<file path="src/fpd_consts.svh">
// timing, fault code and segment constants for the front panel display
`ifndef FPD_CONSTS_SVH
`define FPD_CONSTS_SVH

`define CLK_MHZ      100
`define MS_CYC       (`CLK_MHZ * 1000)
`define TEST_S       15
`define TEST_PASSES  2
`define TEST_RING    7
`define TEST_STEPS   11
`define TEST_STEP_MS ((`TEST_S * 1000) / (`TEST_PASSES * `TEST_STEPS))
`define FWD_S        1
`define FWD_MS       (`FWD_S * 1000)
`define BACK_MS      500
`define BACK_MIN_MS  (`BACK_MS / 2)
`define IDLE_MIN     5
`define IDLE_MS      (`IDLE_MIN * 60 * 1000)
`define PAUSE_MS     1500
`define BLINK_MS     250
`define MAIN_LAST    4'h8
`define SUB_LAST     4'h4
`define RED_FAULT    4'h1
`define SEG_CENTRE   6
`define SEG_DP       7

`define FC_CTRL      12'h004
`define FC_PROG_MEM  12'h030
`define FC_HALF_CYC  12'h041
`define FC_RAM       12'h050
`define FC_PAR_BLK1  12'h051
`define FC_PAR_BLK2  12'h052
`define FC_PAR_BOTH  12'h053
`define FC_PAR_KEY   12'h056
`define FC_REF_LOW   12'h195
`define FC_REF_HIGH  12'h203

`endif

</file>
<file path="src/fpd_pkg.sv">
// types shared by the front panel display blocks
package fpd_pkg;

   typedef struct packed {
      logic ctrl;
      logic prog_mem;
      logic half_cycle;
      logic ram;
      logic par_blk1;
      logic par_blk2;
      logic par_key;
      logic ref_low;
      logic ref_high;
   } fault_flags_t;

   typedef struct packed {
      logic [7:0] red;
      logic [7:0] g2;
      logic [7:0] g1;
      logic [7:0] g0;
   } panel_t;

   typedef struct packed {
      logic press;
      logic fwd;
      logic back;
      logic rel;
   } btn_ev_t;

   typedef enum logic [5:0] {
      MODE_TEST  = 6'h01,
      MODE_DARK  = 6'h02,
      MODE_MAIN  = 6'h04,
      MODE_SUB   = 6'h08,
      MODE_SET   = 6'h10,
      MODE_FAULT = 6'h20
   } mode_t;

   typedef enum logic [1:0] {
      TST_RUN  = 2'h1,
      TST_DONE = 2'h2
   } tst_t;

   typedef struct packed {
      logic        prev;
      logic        fired;
      logic [10:0] ms;
      btn_ev_t     ev;
   } bt_st_t;

   typedef struct packed {
      tst_t       st;
      logic       pass;
      logic [3:0] step;
      logic [9:0] ms;
      panel_t     seg;
   } tst_st_t;

   typedef struct packed {
      mode_t       mode;
      logic [3:0]  menu;
      logic [3:0]  sub;
      logic [16:0] div;
      logic        tick;
      logic [18:0] idle;
      logic [10:0] pause;
      logic        pause_on;
      logic [7:0]  blink_ms;
      logic        blink;
      logic        op_ind;
      logic [3:0]  op_code;
      logic [1:0]  prog_cnt;
      logic        led_keep;
      logic        fault;
      logic [11:0] fcode;
      logic        relay;
      logic        ind_rst;
      logic        set_enter;
      logic        set_store;
      logic        led;
      panel_t      panel;
   } menu_st_t;

endpackage : fpd_pkg

</file>
<file path="src/button_timer.sv">
// push button press timer giving press, forward, backward and release events
`timescale 1ns/1ps
`include "fpd_consts.svh"

module button_timer #(
   parameter bit REPEAT = 1'b1
) (
   input  wire logic       clk_sys,
   input  wire logic       rst,
   input  wire logic       ms_tick,
   input  wire logic       btn,
   output fpd_pkg::btn_ev_t ev
);

   fpd_pkg::bt_st_t s_r;
   fpd_pkg::bt_st_t s_nxt;

   always_comb
   begin
      s_nxt = s_r;
      s_nxt.ev = '0;
      s_nxt.prev = btn;
      if (btn && !s_r.prev)
      begin
         s_nxt.ev.press = 1'b1;
         s_nxt.ms = '0;
         s_nxt.fired = 1'b0;
      end
      else if (btn && ms_tick && s_r.ms != 11'(`FWD_MS))
      begin
         s_nxt.ms = s_r.ms + 11'h001;
         if (s_nxt.ms == 11'(`FWD_MS))
         begin
            s_nxt.ev.fwd = 1'b1;
            s_nxt.fired = 1'b1;
            if (REPEAT)
               s_nxt.ms = '0;
         end
      end
      else if (!btn && s_r.prev)
      begin
         s_nxt.ev.rel = 1'b1;
         if (!s_r.fired && s_r.ms >= 11'(`BACK_MIN_MS))
            s_nxt.ev.back = 1'b1;
      end
   end

   always_ff @(posedge clk_sys)
   begin
      if (rst)
         s_r <= '0;
      else
         s_r <= s_nxt;
   end

   assign ev = s_r.ev;

endmodule : button_timer

</file>
<file path="src/segment_test.sv">
// power-on segment walk over all four digits
`timescale 1ns/1ps
`include "fpd_consts.svh"

module segment_test (
   input  wire logic      clk_sys,
   input  wire logic      rst,
   input  wire logic      ms_tick,
   input  wire logic      abort,
   output fpd_pkg::panel_t seg,
   output logic           busy
);

   fpd_pkg::tst_st_t s_r;
   fpd_pkg::tst_st_t s_nxt;

   // clockwise ring: a, b, c, dp, d, e, f
   function automatic int ring_idx(input logic [3:0] st);
      case (st)
         4'h0:    ring_idx = 0;
         4'h1:    ring_idx = 1;
         4'h2:    ring_idx = 2;
         4'h3:    ring_idx = `SEG_DP;
         4'h4:    ring_idx = 3;
         4'h5:    ring_idx = 4;
         default: ring_idx = 5;
      endcase
   endfunction : ring_idx

   always_comb
   begin
      logic [31:0] v;
      v = '0;
      s_nxt = s_r;
      if (s_r.st == fpd_pkg::TST_RUN)
      begin
         if (abort)
            s_nxt.st = fpd_pkg::TST_DONE;
         else if (ms_tick)
         begin
            if (s_r.ms == 10'(`TEST_STEP_MS - 1))
            begin
               s_nxt.ms = '0;
               if (s_r.step == 4'(`TEST_STEPS - 1))
               begin
                  s_nxt.step = '0;
                  if (s_r.pass)
                     s_nxt.st = fpd_pkg::TST_DONE;
                  s_nxt.pass = 1'b1;
               end
               else
                  s_nxt.step = s_r.step + 4'h1;
            end
            else
               s_nxt.ms = s_r.ms + 10'h001;
         end
      end
      if (s_nxt.st == fpd_pkg::TST_RUN)
      begin
         for (int d = 0; d < 4; d++)
         begin
            if (s_nxt.step < 4'(`TEST_RING))
               v[d * 8 + ring_idx(s_nxt.step)] = 1'b1;
            else if (s_nxt.step == 4'(`TEST_RING + 3 - d))
               v[d * 8 + `SEG_CENTRE] = 1'b1;
         end
      end
      s_nxt.seg = v;
   end

   always_ff @(posedge clk_sys)
   begin
      if (rst)
      begin
         s_r <= '0;
         s_r.st <= fpd_pkg::TST_RUN;
      end
      else
         s_r <= s_nxt;
   end

   assign seg = s_r.seg;
   assign busy = (s_r.st == fpd_pkg::TST_RUN);

endmodule : segment_test

</file>
<file path="src/front_panel_display_menu.sv">
// front panel display and push button menu controller
`timescale 1ns/1ps
`include "fpd_consts.svh"

module front_panel_display_menu #(
   parameter int MS_CYC_P  = `MS_CYC,
   parameter int IDLE_MS_P = `IDLE_MS
) (
   input  wire logic                clk_sys,
   input  wire logic                rst,
   input  wire logic                step_btn,
   input  wire logic                prog_btn,
   input  wire logic [11:0]         value_bcd,
   input  wire logic                value_has_led,
   input  wire logic                op_ind_set,
   input  wire logic [3:0]          op_ind_code,
   input  wire fpd_pkg::fault_flags_t fault_flags,
   output fpd_pkg::panel_t          panel,
   output logic                     value_led,
   output logic                     internal_fault_indicator,
   output logic                     supervision_relay,
   output logic                     indicator_reset,
   output logic                     setting_enter,
   output logic                     setting_store,
   output logic [3:0]               menu_pos,
   output logic [3:0]               sub_pos
);

   fpd_pkg::menu_st_t s_r;
   fpd_pkg::menu_st_t s_nxt;
   fpd_pkg::btn_ev_t  sev;
   fpd_pkg::btn_ev_t  pev;
   fpd_pkg::panel_t   test_seg;
   logic              test_busy;

   // ---------------------------------------------------------------
   // button timing and power-on test
   // ---------------------------------------------------------------
   button_timer #(.REPEAT(1'b1)) u_step (
      .clk_sys (clk_sys),
      .rst     (rst),
      .ms_tick (s_r.tick),
      .btn     (step_btn),
      .ev      (sev)
   );

   button_timer #(.REPEAT(1'b1)) u_prog (
      .clk_sys (clk_sys),
      .rst     (rst),
      .ms_tick (s_r.tick),
      .btn     (prog_btn),
      .ev      (pev)
   );

   segment_test u_test (
      .clk_sys (clk_sys),
      .rst     (rst),
      .ms_tick (s_r.tick),
      .abort   (sev.press),
      .seg     (test_seg),
      .busy    (test_busy)
   );

   // ---------------------------------------------------------------
   // helpers
   // ---------------------------------------------------------------
   function automatic logic [7:0] seg7(input logic [3:0] d);
      case (d)
         4'h0:    seg7 = 8'h3f;
         4'h1:    seg7 = 8'h06;
         4'h2:    seg7 = 8'h5b;
         4'h3:    seg7 = 8'h4f;
         4'h4:    seg7 = 8'h66;
         4'h5:    seg7 = 8'h6d;
         4'h6:    seg7 = 8'h7d;
         4'h7:    seg7 = 8'h07;
         4'h8:    seg7 = 8'h7f;
         4'h9:    seg7 = 8'h6f;
         default: seg7 = 8'h00;
      endcase
   endfunction : seg7

   function automatic logic [11:0] fault_code(
      input fpd_pkg::fault_flags_t f);
      if (f.ctrl)
         fault_code = `FC_CTRL;
      else if (f.prog_mem)
         fault_code = `FC_PROG_MEM;
      else if (f.half_cycle)
         fault_code = `FC_HALF_CYC;
      else if (f.ram)
         fault_code = `FC_RAM;
      else if (f.par_blk1 && f.par_blk2)
         fault_code = `FC_PAR_BOTH;
      else if (f.par_blk1)
         fault_code = `FC_PAR_BLK1;
      else if (f.par_blk2)
         fault_code = `FC_PAR_BLK2;
      else if (f.par_key)
         fault_code = `FC_PAR_KEY;
      else if (f.ref_low)
         fault_code = `FC_REF_LOW;
      else
         fault_code = `FC_REF_HIGH;
   endfunction : fault_code

   // ---------------------------------------------------------------
   // next state
   // ---------------------------------------------------------------
   always_comb
   begin
      logic store_req;
      logic idle_out;
      store_req = (sev.press && prog_btn) || (pev.press && step_btn);
      idle_out = 1'b0;
      s_nxt = s_r;
      s_nxt.ind_rst = 1'b0;
      s_nxt.set_enter = 1'b0;
      s_nxt.set_store = 1'b0;

      // millisecond tick and blink rate
      s_nxt.tick = 1'b0;
      if (s_r.div == 17'(MS_CYC_P - 1))
      begin
         s_nxt.div = '0;
         s_nxt.tick = 1'b1;
      end
      else
         s_nxt.div = s_r.div + 17'h0_0001;
      if (s_r.tick)
      begin
         if (s_r.blink_ms == 8'(`BLINK_MS - 1))
         begin
            s_nxt.blink_ms = '0;
            s_nxt.blink = !s_r.blink;
         end
         else
            s_nxt.blink_ms = s_r.blink_ms + 8'h01;
      end

      // latched operation indicator, set beats clear
      if (sev.press)
      begin
         s_nxt.ind_rst = 1'b1;
         s_nxt.op_ind = 1'b0;
      end
      if (op_ind_set)
      begin
         s_nxt.op_ind = 1'b1;
         s_nxt.op_code = op_ind_code;
      end

      // inactivity time-out
      if (sev.press)
         s_nxt.idle = '0;
      else if (s_r.tick && s_r.idle != 19'(IDLE_MS_P - 1))
      begin
         s_nxt.idle = s_r.idle + 19'h0_0001;
         idle_out = (s_nxt.idle == 19'(IDLE_MS_P - 1));
      end

      // pause at dark while step is held
      if (sev.rel)
         s_nxt.pause_on = 1'b0;
      else if (s_r.tick && s_r.pause_on)
      begin
         if (s_r.pause == 11'h000)
            s_nxt.pause_on = 1'b0;
         else
            s_nxt.pause = s_r.pause - 11'h001;
      end

      if (pev.press)
         s_nxt.prog_cnt = '0;
      else if (pev.fwd && s_r.prog_cnt != 2'h3)
         s_nxt.prog_cnt = s_r.prog_cnt + 2'h1;

      case (s_r.mode)
         fpd_pkg::MODE_TEST:
         begin
            if (sev.press || !test_busy)
               s_nxt.mode = fpd_pkg::MODE_DARK;
         end
         fpd_pkg::MODE_DARK:
         begin
            if (sev.fwd && !s_r.pause_on)
            begin
               s_nxt.mode = fpd_pkg::MODE_MAIN;
               s_nxt.menu = 4'h1;
            end
         end
         fpd_pkg::MODE_MAIN:
         begin
            if (idle_out)
            begin
               s_nxt.mode = fpd_pkg::MODE_DARK;
               s_nxt.menu = '0;
            end
            else if (pev.fwd && s_r.prog_cnt == 2'h1)
            begin
               s_nxt.mode = fpd_pkg::MODE_SET;
               s_nxt.set_enter = 1'b1;
               s_nxt.led_keep = value_has_led;
            end
            else if (pev.rel && s_r.prog_cnt == 2'h1)
            begin
               s_nxt.mode = fpd_pkg::MODE_SUB;
               s_nxt.sub = 4'h1;
               s_nxt.led_keep = value_has_led;
            end
            else if (sev.fwd)
            begin
               if (s_r.menu == `MAIN_LAST)
               begin
                  s_nxt.mode = fpd_pkg::MODE_DARK;
                  s_nxt.menu = '0;
                  s_nxt.pause_on = 1'b1;
                  s_nxt.pause = 11'(`PAUSE_MS);
               end
               else
                  s_nxt.menu = s_r.menu + 4'h1;
            end
            else if (sev.back)
            begin
               if (s_r.menu == 4'h1)
               begin
                  s_nxt.mode = fpd_pkg::MODE_DARK;
                  s_nxt.menu = '0;
               end
               else
                  s_nxt.menu = s_r.menu - 4'h1;
            end
         end
         fpd_pkg::MODE_SUB:
         begin
            if (idle_out)
            begin
               s_nxt.mode = fpd_pkg::MODE_DARK;
               s_nxt.menu = '0;
               s_nxt.sub = '0;
            end
            else if (pev.fwd && s_r.prog_cnt == 2'h0)
            begin
               s_nxt.mode = fpd_pkg::MODE_SET;
               s_nxt.set_enter = 1'b1;
            end
            else if ((sev.fwd && s_r.sub == `SUB_LAST) ||
                     (sev.back && s_r.sub == 4'h1))
            begin
               s_nxt.mode = fpd_pkg::MODE_MAIN;
               s_nxt.sub = '0;
            end
            else if (sev.fwd)
               s_nxt.sub = s_r.sub + 4'h1;
            else if (sev.back)
               s_nxt.sub = s_r.sub - 4'h1;
         end
         fpd_pkg::MODE_SET:
         begin
            if (store_req)
               s_nxt.set_store = 1'b1;
            if (store_req || (pev.fwd && s_r.prog_cnt != 2'h0))
               s_nxt.mode = (s_r.sub == 4'h0) ? fpd_pkg::MODE_MAIN
                                              : fpd_pkg::MODE_SUB;
         end
         fpd_pkg::MODE_FAULT:
            s_nxt.mode = fpd_pkg::MODE_FAULT;
         default:
            s_nxt.mode = fpd_pkg::MODE_DARK;
      endcase

      // permanent fault overrides every mode
      if (|fault_flags && !s_r.fault)
      begin
         s_nxt.fault = 1'b1;
         s_nxt.relay = 1'b0;
         s_nxt.fcode = fault_code(fault_flags);
      end
      if (s_nxt.fault)
         s_nxt.mode = fpd_pkg::MODE_FAULT;

      // display image
      s_nxt.panel = '0;
      s_nxt.led = 1'b0;
      case (s_nxt.mode)
         fpd_pkg::MODE_TEST:
            s_nxt.panel = test_seg;
         fpd_pkg::MODE_DARK:
         begin
            if (s_nxt.op_ind)
               s_nxt.panel.red = seg7(s_nxt.op_code);
         end
         fpd_pkg::MODE_MAIN:
         begin
            s_nxt.panel.red = seg7(s_nxt.menu);
            s_nxt.panel.g2 = seg7(value_bcd[11:8]);
            s_nxt.panel.g1 = seg7(value_bcd[7:4]);
            s_nxt.panel.g0 = seg7(value_bcd[3:0]);
            s_nxt.led = value_has_led;
         end
         fpd_pkg::MODE_SUB:
         begin
            s_nxt.panel.red = s_nxt.blink ? seg7(s_nxt.sub) : 8'h00;
            s_nxt.panel.g2 = seg7(value_bcd[11:8]);
            s_nxt.panel.g1 = seg7(value_bcd[7:4]);
            s_nxt.panel.g0 = seg7(value_bcd[3:0]);
            s_nxt.led = s_nxt.led_keep;
         end
         fpd_pkg::MODE_SET:
         begin
            if (s_nxt.blink)
            begin
               s_nxt.panel.red = seg7((s_nxt.sub == 4'h0) ? s_nxt.menu
                                                          : s_nxt.sub);
               s_nxt.panel.g2 = seg7(value_bcd[11:8]);
               s_nxt.panel.g1 = seg7(value_bcd[7:4]);
               s_nxt.panel.g0 = seg7(value_bcd[3:0]);
            end
            s_nxt.led = s_nxt.led_keep;
         end
         fpd_pkg::MODE_FAULT:
         begin
            s_nxt.panel.red = seg7(`RED_FAULT);
            s_nxt.panel.g2 = seg7(s_nxt.fcode[11:8]);
            s_nxt.panel.g1 = seg7(s_nxt.fcode[7:4]);
            s_nxt.panel.g0 = seg7(s_nxt.fcode[3:0]);
         end
         default:
            s_nxt.panel = '0;
      endcase
   end

   always_ff @(posedge clk_sys)
   begin
      if (rst)
      begin
         s_r <= '0;
         s_r.mode <= fpd_pkg::MODE_TEST;
         s_r.relay <= 1'b1;
      end
      else
         s_r <= s_nxt;
   end

   // ---------------------------------------------------------------
   // outputs
   // ---------------------------------------------------------------
   assign panel = s_r.panel;
   assign value_led = s_r.led;
   assign internal_fault_indicator = s_r.fault;
   assign supervision_relay = s_r.relay;
   assign indicator_reset = s_r.ind_rst;
   assign setting_enter = s_r.set_enter;
   assign setting_store = s_r.set_store;
   assign menu_pos = s_r.menu;
   assign sub_pos = s_r.sub;

endmodule : front_panel_display_menu

</file>
<file path="config.mk">
export PLATFORM = sky130hd
export DESIGN_NAME = front_panel_display_menu
export DESIGN_NICKNAME = d
export VERILOG_FILES = /design/src/fpd_pkg.sv /design/src/button_timer.sv /design/src/segment_test.sv /design/src/front_panel_display_menu.sv
export VERILOG_INCLUDE_DIRS = /design/src
export SDC_FILE = /design/constraint.sdc
export NUM_CORES = 1
export LEC_CHECK = 0
export BUFFER_PORTS_ARGS = -buffer_cell sky130_fd_sc_hd__buf_2
export CORE_ASPECT_RATIO = 1.4
export CORE_UTILIZATION = 55
export DETAILED_ROUTE_END_ITERATION = 10
export GPL_ROUTABILITY_DRIVEN = 0
export PLACE_DENSITY = 0.83
export SLEW_MARGIN = 25
export SYNTH_ARGS = -nofsm -noshare
export SYNTH_HDL_FRONTEND = slang
export SYNTH_SLANG_ARGS = --single-unit
</file>
<file path="constraint.sdc">
create_clock -name clk_sys -period 5.17 [get_ports clk_sys]
set_clock_uncertainty 0.2 [all_clocks]
set_input_delay 0.7755 -clock clk_sys [delete_from_list [all_inputs] [get_ports clk_sys]]
set_output_delay 0.7755 -clock clk_sys [all_outputs]
set_load 0.1 [all_outputs]
</file>
==> impl_metrics.json, run 1 <==
{
  "status": "complete, no violations",
  "start_util_pct": 56.3,
  "path_class": "reg2reg",
  "placed_area_mm2": 0.0118,
  "numCtsBuffers": 17,
  "async_flop_share_pct": 0,
  "synth-seq-cells": 188,
  "die_w_um": 125,
  "grt_pass1_wl_mm": 43.8,
  "tritoncts": "built",
  "grt_overflow": 0,
  "fillers": 1806,
  "leakage_nw": 4.99,
  "peakVddDrop_mv": 0.200,
  "instances_no_fill": 1743,
  "yosysTopAreaCell": "dfxtp_1",
  "synth_warnings": 0,
  "synth-adder-area-share_pct": 7.79,
  "io_pins": 77,
  "tightest_slew_ns": 0.769,
  "rows": 62,
  "hpwlAfterDp_mm": 19.5,
  "drtIter0Drc": 777,
  "antenna_found_initial": 0,
  "numPortBuffers": 76,
  "finalSetupTns_ns": 0,
  "synth_top_family_by_area": "simple AND/OR/NAND/NOR gates",
  "vias": 10300,
  "synth_nets": 1578,
  "firstDrtPassIters": 6,
  "wl_mm": 26.7,
  "ctsHtreeMaxLevel": 4,
  "synth_top_area_share_pct": 32.5,
  "via_per_inst": 5.91,
  "clock_latency_ns": 0.45,
  "insertedDiodeCount": 0,
  "area_growth_pct": 7.08,
  "powerDensity_mw_per_mm2": 254,
  "dp.cells": 1710,
  "endpoint_kind": "register",
  "yosys.area_share.simple_pct": 26.8,
  "root_buffer": "clkbuf_16",
  "grt_pass1_vias": 9658,
  "antenna_left": 0,
  "core_mm2": 0.0206,
  "grt_use_total_pct": 24.3,
  "drive_gt1_share_pct": 11.3,
  "fin_area_mm2": 0.0124,
  "place_ws_ns": 0.372,
  "synth.mux.area_fraction_pct": 1.62,
  "postSynthCellCount": 1475,
  "synth.distinct_cells": 89,
  "crit_arrival_ns": 5.07,
  "final_cell_mix": "nor2_1 (201), dfxtp_1 (188), nand2_1 (125)",
  "dieHeight_um": 174,
  "syn_area_mm2": 0.0116,
  "final_util_pct": 60.3,
  "period_needed_ns": 4.93,
  "synth-compound-area-share_pct": 17.6,
  "finalNetCount": 1577,
  "finalCritPeriodShare_pct": 95.3,
  "required_ns": 5.31,
  "hold_violations": 0,
  "min_path_type": "reg2reg",
  "startpoint_type": "register",
  "clockBufferDepth": 2,
  "maxSlewViolCount": 0,
  "layout_commonest_cell": "nor2_1",
  "drc": 0,
  "path_clk_slew_ns": 0.07,
  "dieArea_mm2": 0.0216,
  "synthTopCellsByArea": "dfxtp_1 (33%), ha_1 (7.8%), nor2_1 (6.5%)",
  "critPathMaxFanout": 7,
  "relSlewSlack_pct": 48.7,
  "ys_seq_area_share_pct": 32.5,
  "yosys.area_share.xor_xnor_pct": 6.13,
  "cts_hold_buf": 0,
  "whs_ns": 0.253,
  "drv_cap": 0,
  "finalPower_mw": 3.14,
  "grt_max_degree": 43,
  "fin_ws_ns": 0.242,
  "synth_edf_count": 0,
  "ys.flop_type": "dfxtp_1",
  "avgRoutedWirePerCell_um": 15.3,
  "rrSetupSlack_ns": 0.24,
  "clock_sinks": 188,
  "syn_area_per_cell_um2": 7.84,
  "setup_viol": 0,
  "fmax_mhz": 203
}
-- timing repair --
action                                  CTS  global route
endpoints found under the setup margin    0             1
gates resized for setup                   0             1
setup buffers                             0             1
-- metal layers --
| layer | up-vias | part of all wire (%) | GRT usage (%) |
|---|---|---|---|
| li1 | 5097 | - | - |
| met1 | 4771 | 40 | 26.5 |
| met2 | 337 | 50 | 44.2 |
| met3 | 101 | 5.0 | 5.00 |
| met4 | 0 | 4.2 | 12.2 |
| met5 | - | 0 | 0 |
-- state kept, by name (all words and copies together), names as in the netlist --
name and flops:
s_r 84, indicator_reset 1, setting_enter 1, supervision_relay 1
u_test.seg 11, u_prog.s_r 12, value_led 1, u_step.ev 4
sub_pos 4, setting_store 1, internal_fault_indicator 1, menu_pos 4
panel 30, u_test.s_r 17, u_prog.ev 3, u_step.s_r 13
-- Yosys cell counts, types with 29 or more instances --
library cell	n
nand2_1	125
ha_1	72
nor2_1	201
xnor2_1	37
a31oi_1	31
nand3_1	49
a21oi_1	81
nor3_1	31
buf_4	44
nand4_1	29
dfxtp_1	188
clkbuf_1	53
inv_1	73
xor2_1	44
o21ai_0	96
-- worst paths after layout --
kind | startpoint | end | cells past startpoint
max reg2reg | s_r[79] | panel[27] | 16
max | s_r[79] | panel[27] | 16
min reg2reg | u_prog.ev[3] | s_r[51] | 1
min | u_prog.ev[3] | s_r[51] | 1
-- where the power goes --
| part | leakage, nW | internal (mW) | total (mW) | switching, mW |
|---|---|---|---|---|
| Combinational | 3.17 | 0.0856 | 0.335 | 0.249 |
| Clock | 0.292 | 0.690 | 1.32 | 0.631 |
| Sequential | 1.53 | 1.47 | 1.49 | 0.0135 |
| Total | 4.99 | 2.25 | 3.14 | 0.894 |
-- critical path: stages, from the launching register on --
cell and delay (ns):
dfxtp_1 0.46, ha_1 0.28, nand4_1 0.21, nor4_2 0.35
mux2i_1 0.36, nand4_1 0.18, or3_1 0.42, a32oi_2 0.25
ha_1 0.26, o41a_1 0.23, a21bo_4 0.26, o21ai_0 0.23
nand2_1 0.17, ha_1 0.31, and4b_1 0.21, a221o_1 0.26
a21o_1 0.18
-- logic make-up after synthesis --
family | after synthesis
and+or+nand+nor | 615
AOI/OAI and AO/OA | 319
DFF | 188
buffers and inverters | 182
xor gates and xnor gates | 81
adders and majority gates | 72
muxes | 18
-- area by class of cell --
cell class	count	area [um2]	share of cell area, %
Multi-Input combinational cell	1105	6960	56.1
Sequential cell	188	3760	30.4
Timing Repair Buffer	89	478	3.86
Clock buffer	17	425	3.43
Tap cell	256	320	2.59
Inverter	73	274	2.21
Clock inverter	15	173	1.39
Power figures use the tool's default switching activity.
==> inputs of run 2 (changes only) <==
ABC_AREA = 1   (was not set)
CTS_BUF_LIST = sky130_fd_sc_hd__clkbuf_4 sky130_fd_sc_hd__clkbuf_8   (was not set)
PLACE_DENSITY = 0.84   (was 0.83)
==> run 2 against run 1 <==
Non-clock buffer count shrank 8. Global-route usage grew 1.6 points. Power shrank 11%. Combinational power shrank 12%. Critical path depth grew 9. Sequential power is essentially flat. Highest routed layer unchanged. Largest cell class unchanged. Critical endpoint is now panel[25]. Wire length grew 0.13%. Hold slack lost 0.0043 ns.
==> impl_metrics.json, run 2 <==
{
  "drive_gt1_share_pct": 9.63,
  "synth.distinct_cells": 52,
  "rrSetupSlack_ns": 0.93,
  "clock_sinks": 188,
  "postSynthCellCount": 1687,
  "grt_pass1_wl_mm": 45.0,
  "relSlewSlack_pct": 33.7,
  "finalNetCount": 1825,
  "clockBufferDepth": 2,
  "ys_seq_area_share_pct": 32.9,
  "reg2reg_depth": 25,
  "path_clk_slew_ns": 0.11,
  "path_class": "reg2reg",
  "hpwlAfterDp_mm": 20.4,
  "yosysTopAreaCell": "dfxtp_1",
  "ctsHtreeMaxLevel": 4,
  "root_buffer": "clkbuf_8",
  "holdCritStartpoint": "u_prog.s_r[16]",
  "grt_pass1_vias": 10100,
  "placed_area_mm2": 0.0118,
  "period_needed_ns": 4.24,
  "core_mm2": 0.0205,
  "drv_cap": 0,
  "syn_area_mm2": 0.0114,
  "die_w_um": 124,
  "peakVddDrop_mv": 0.176,
  "crit_end": "panel[25]",
  "synthTopCellsByArea": "dfxtp_1 (33%), nand2_1 (11%), inv_1 (8.4%)",
  "combPwrFrac_pct": 10.6,
  "start_util_pct": 55.9,
  "finalCritPeriodShare_pct": 81.9,
  "insertedDiodeCount": 0,
  "via_per_inst": 5.45,
  "numCtsBuffers": 17,
  "synth-seq-cells": 188,
  "leakage_nw": 5.53,
  "grt_max_degree": 69,
  "fmax_mhz": 236,
  "rsz0062_at_grt": "no",
  "async_flop_share_pct": 0,
  "final_util_pct": 59.4,
  "drc": 0,
  "firstDrtPassIters": 5,
  "tightest_slew_ns": 0.991,
  "grt_use_total_pct": 26.0,
  "tritoncts": "built",
  "ys_top_cells_by_count": "nand2_1 (341), inv_1 (256), nor2_1 (210)",
  "rows": 62,
  "rr_startpoint": "s_r[79]",
  "endpoint_kind": "register",
  "min_path_type": "reg2reg",
  "antenna_left": 0,
  "syn_area_per_cell_um2": 6.79,
  "largest_reg_flops": 84,
  "synth_warnings": 0,
  "maxSlewViolCount": 0,
  "ys.flop_type": "dfxtp_1",
  "finalSetupTns_ns": 0,
  "p_clk_share_pct": 36.4,
  "hold_violations": 0,
  "numPortBuffers": 76,
  "p_int_mw": 1.96,
  "grt_overflow": 0,
  "synth_nets": 1790,
  "dieHeight_um": 173,
  "p_sw_share_pct": 29.8,
  "power_frac_seq_pct": 53.1,
  "cts_hold_buf": 0,
  "synth_top_area_share_pct": 32.9,
  "synth.most_common_cell": "nand2_1",
  "post_cts_buffers": 0,
  "startpoint_type": "register",
  "synth_edf_count": 0,
  "clock_latency_ns": 0.48,
  "cts_resized": 0,
  "status": "complete, no violations",
  "dieArea_mm2": 0.0214,
  "drtIter0Drc": 695,
  "regMostFlops": "s_r",
  "r2r-end": "panel[25]",
  "layout_commonest_cell": "nand2_1",
  "critPathMaxFanout": 15,
  "vias": 10800,
  "area_growth_pct": 6.33,
  "crit_arrival_ns": 4.45,
  "avgRoutedWirePerCell_um": 13.4,
  "antenna_found_initial": 0,
  "power.switching_uw": 833,
  "powerDensity_mw_per_mm2": 230,
  "required_ns": 5.39,
  "final_cell_mix": "nand2_1 (341), inv_1 (256), nor2_1 (210)",
  "wl_mm": 26.7,
  "whs_ns": 0.248,
  "fin_area_mm2": 0.0122,
  "crit_start": "s_r[79]",
  "setup_viol": 0,
  "io_pins": 77
}
==> run 2: changes by cell type after synthesis, sizes merged, moves of 23 or more <==
| cell | before | now |
|---|---|---|
| nand2 | 126 | 354 |
| inv | 73 | 265 |
| clkbuf | 53 | 14 |
| nand3 | 52 | 87 |
| o211ai | 6 | 40 |
| xnor2 | 37 | 7 |
| nand2b | 28 | 0 |
| xor2 | 44 | 21 |
==> run 2: area by class of cell <==
type                       instances  area [um2]
timing repair buffer              81         418
clock inverter                    14         170
tap                              256         320
sequential                       188        3760
multi-input combinational       1167        6250
inverter                         267        1000
clock buffer                      18         248
fill                            1914        8310
==> run 2: worst min path at each step <==
stage	endpoint	slack (ns)	cells after the start
3_3_place_gp	s_r[99]	0.23	1
2_1_floorplan	u_prog.ev[0]	0.21	2
6_report	u_prog.ev[0]	0.25	2
3_5_place_dp	panel[31]	0.24	2
4_1_cts	panel[23]	0.25	2
5_1_grt	panel[23]	0.28	2
==> run 2: cell families (layout without fill, tap and decap cells) <==
group	after synthesis	in the layout	synth area share, %
xor+xnor	28	28	2.14
flops	188	188	32.9
fa+ha+maj	72	72	7.87
mux	1	1	0.0874
simple gates	772	772	29.2
compound gates	294	294	15.3
buf+inv	332	380	12.5
==> run 2: routing by layer <==
| metal | GRT usage, % | routed length (um) | vias up |
|---|---|---|---|
| li1 | - | - | 5518 |
| met1 | 29.2 | 10800 | 4921 |
| met2 | 46.0 | 13500 | 315 |
| met3 | 3.99 | 1160 | 89 |
| met4 | 13.7 | 1180 | 0 |
| met5 | 0 | 0 | - |
==> run 2: worst max-delay path: stages, from the launching register on <==
cell and delay (ns):
dfxtp_1 0.41, ha_1 0.25, nand2_1 0.11, nor2_2 0.19, nand2_1 0.13, nor2_1 0.11, nand2_1 0.07, nand2_1 0.09
nand2_1 0.06, nor2_2 0.12, nand3_4 0.22, nand2_2 0.17, nand2_1 0.07, a21o_1 0.25, inv_1 0.16, ha_1 0.35
nand3_1 0.17, nand2_1 0.09, nand2_1 0.10, inv_1 0.12, ha_1 0.24, inv_1 0.07, nor2_1 0.05, o21ai_1 0.14
nand2_1 0.07, a21oi_1 0.15
==> run 2: per-stage QoR <==
| step | power [mW] | setup slack, ns | cells |
|---|---|---|---|
| floorplan | 1.76 | 1.58 | 1687 |
| finish | 2.80 | 0.935 | 1991 |
| global placement | 1.81 | 1.20 | 1959 |
| detailed placement | 1.81 | 0.995 | 1959 |
| global route | 2.91 | 0.402 | 1991 |
| CTS | 2.82 | 0.959 | 1991 |
==> run 2: power groups by stage <==
stage	registers (mW)	logic [mW]	clock network (mW)
after floorplan	1.52	0.235	0
after global placement	1.52	0.290	0
after detailed placement	1.52	0.294	0
after CTS	1.48	0.295	1.04
after global routing	1.49	0.325	1.10
final	1.48	0.295	1.02
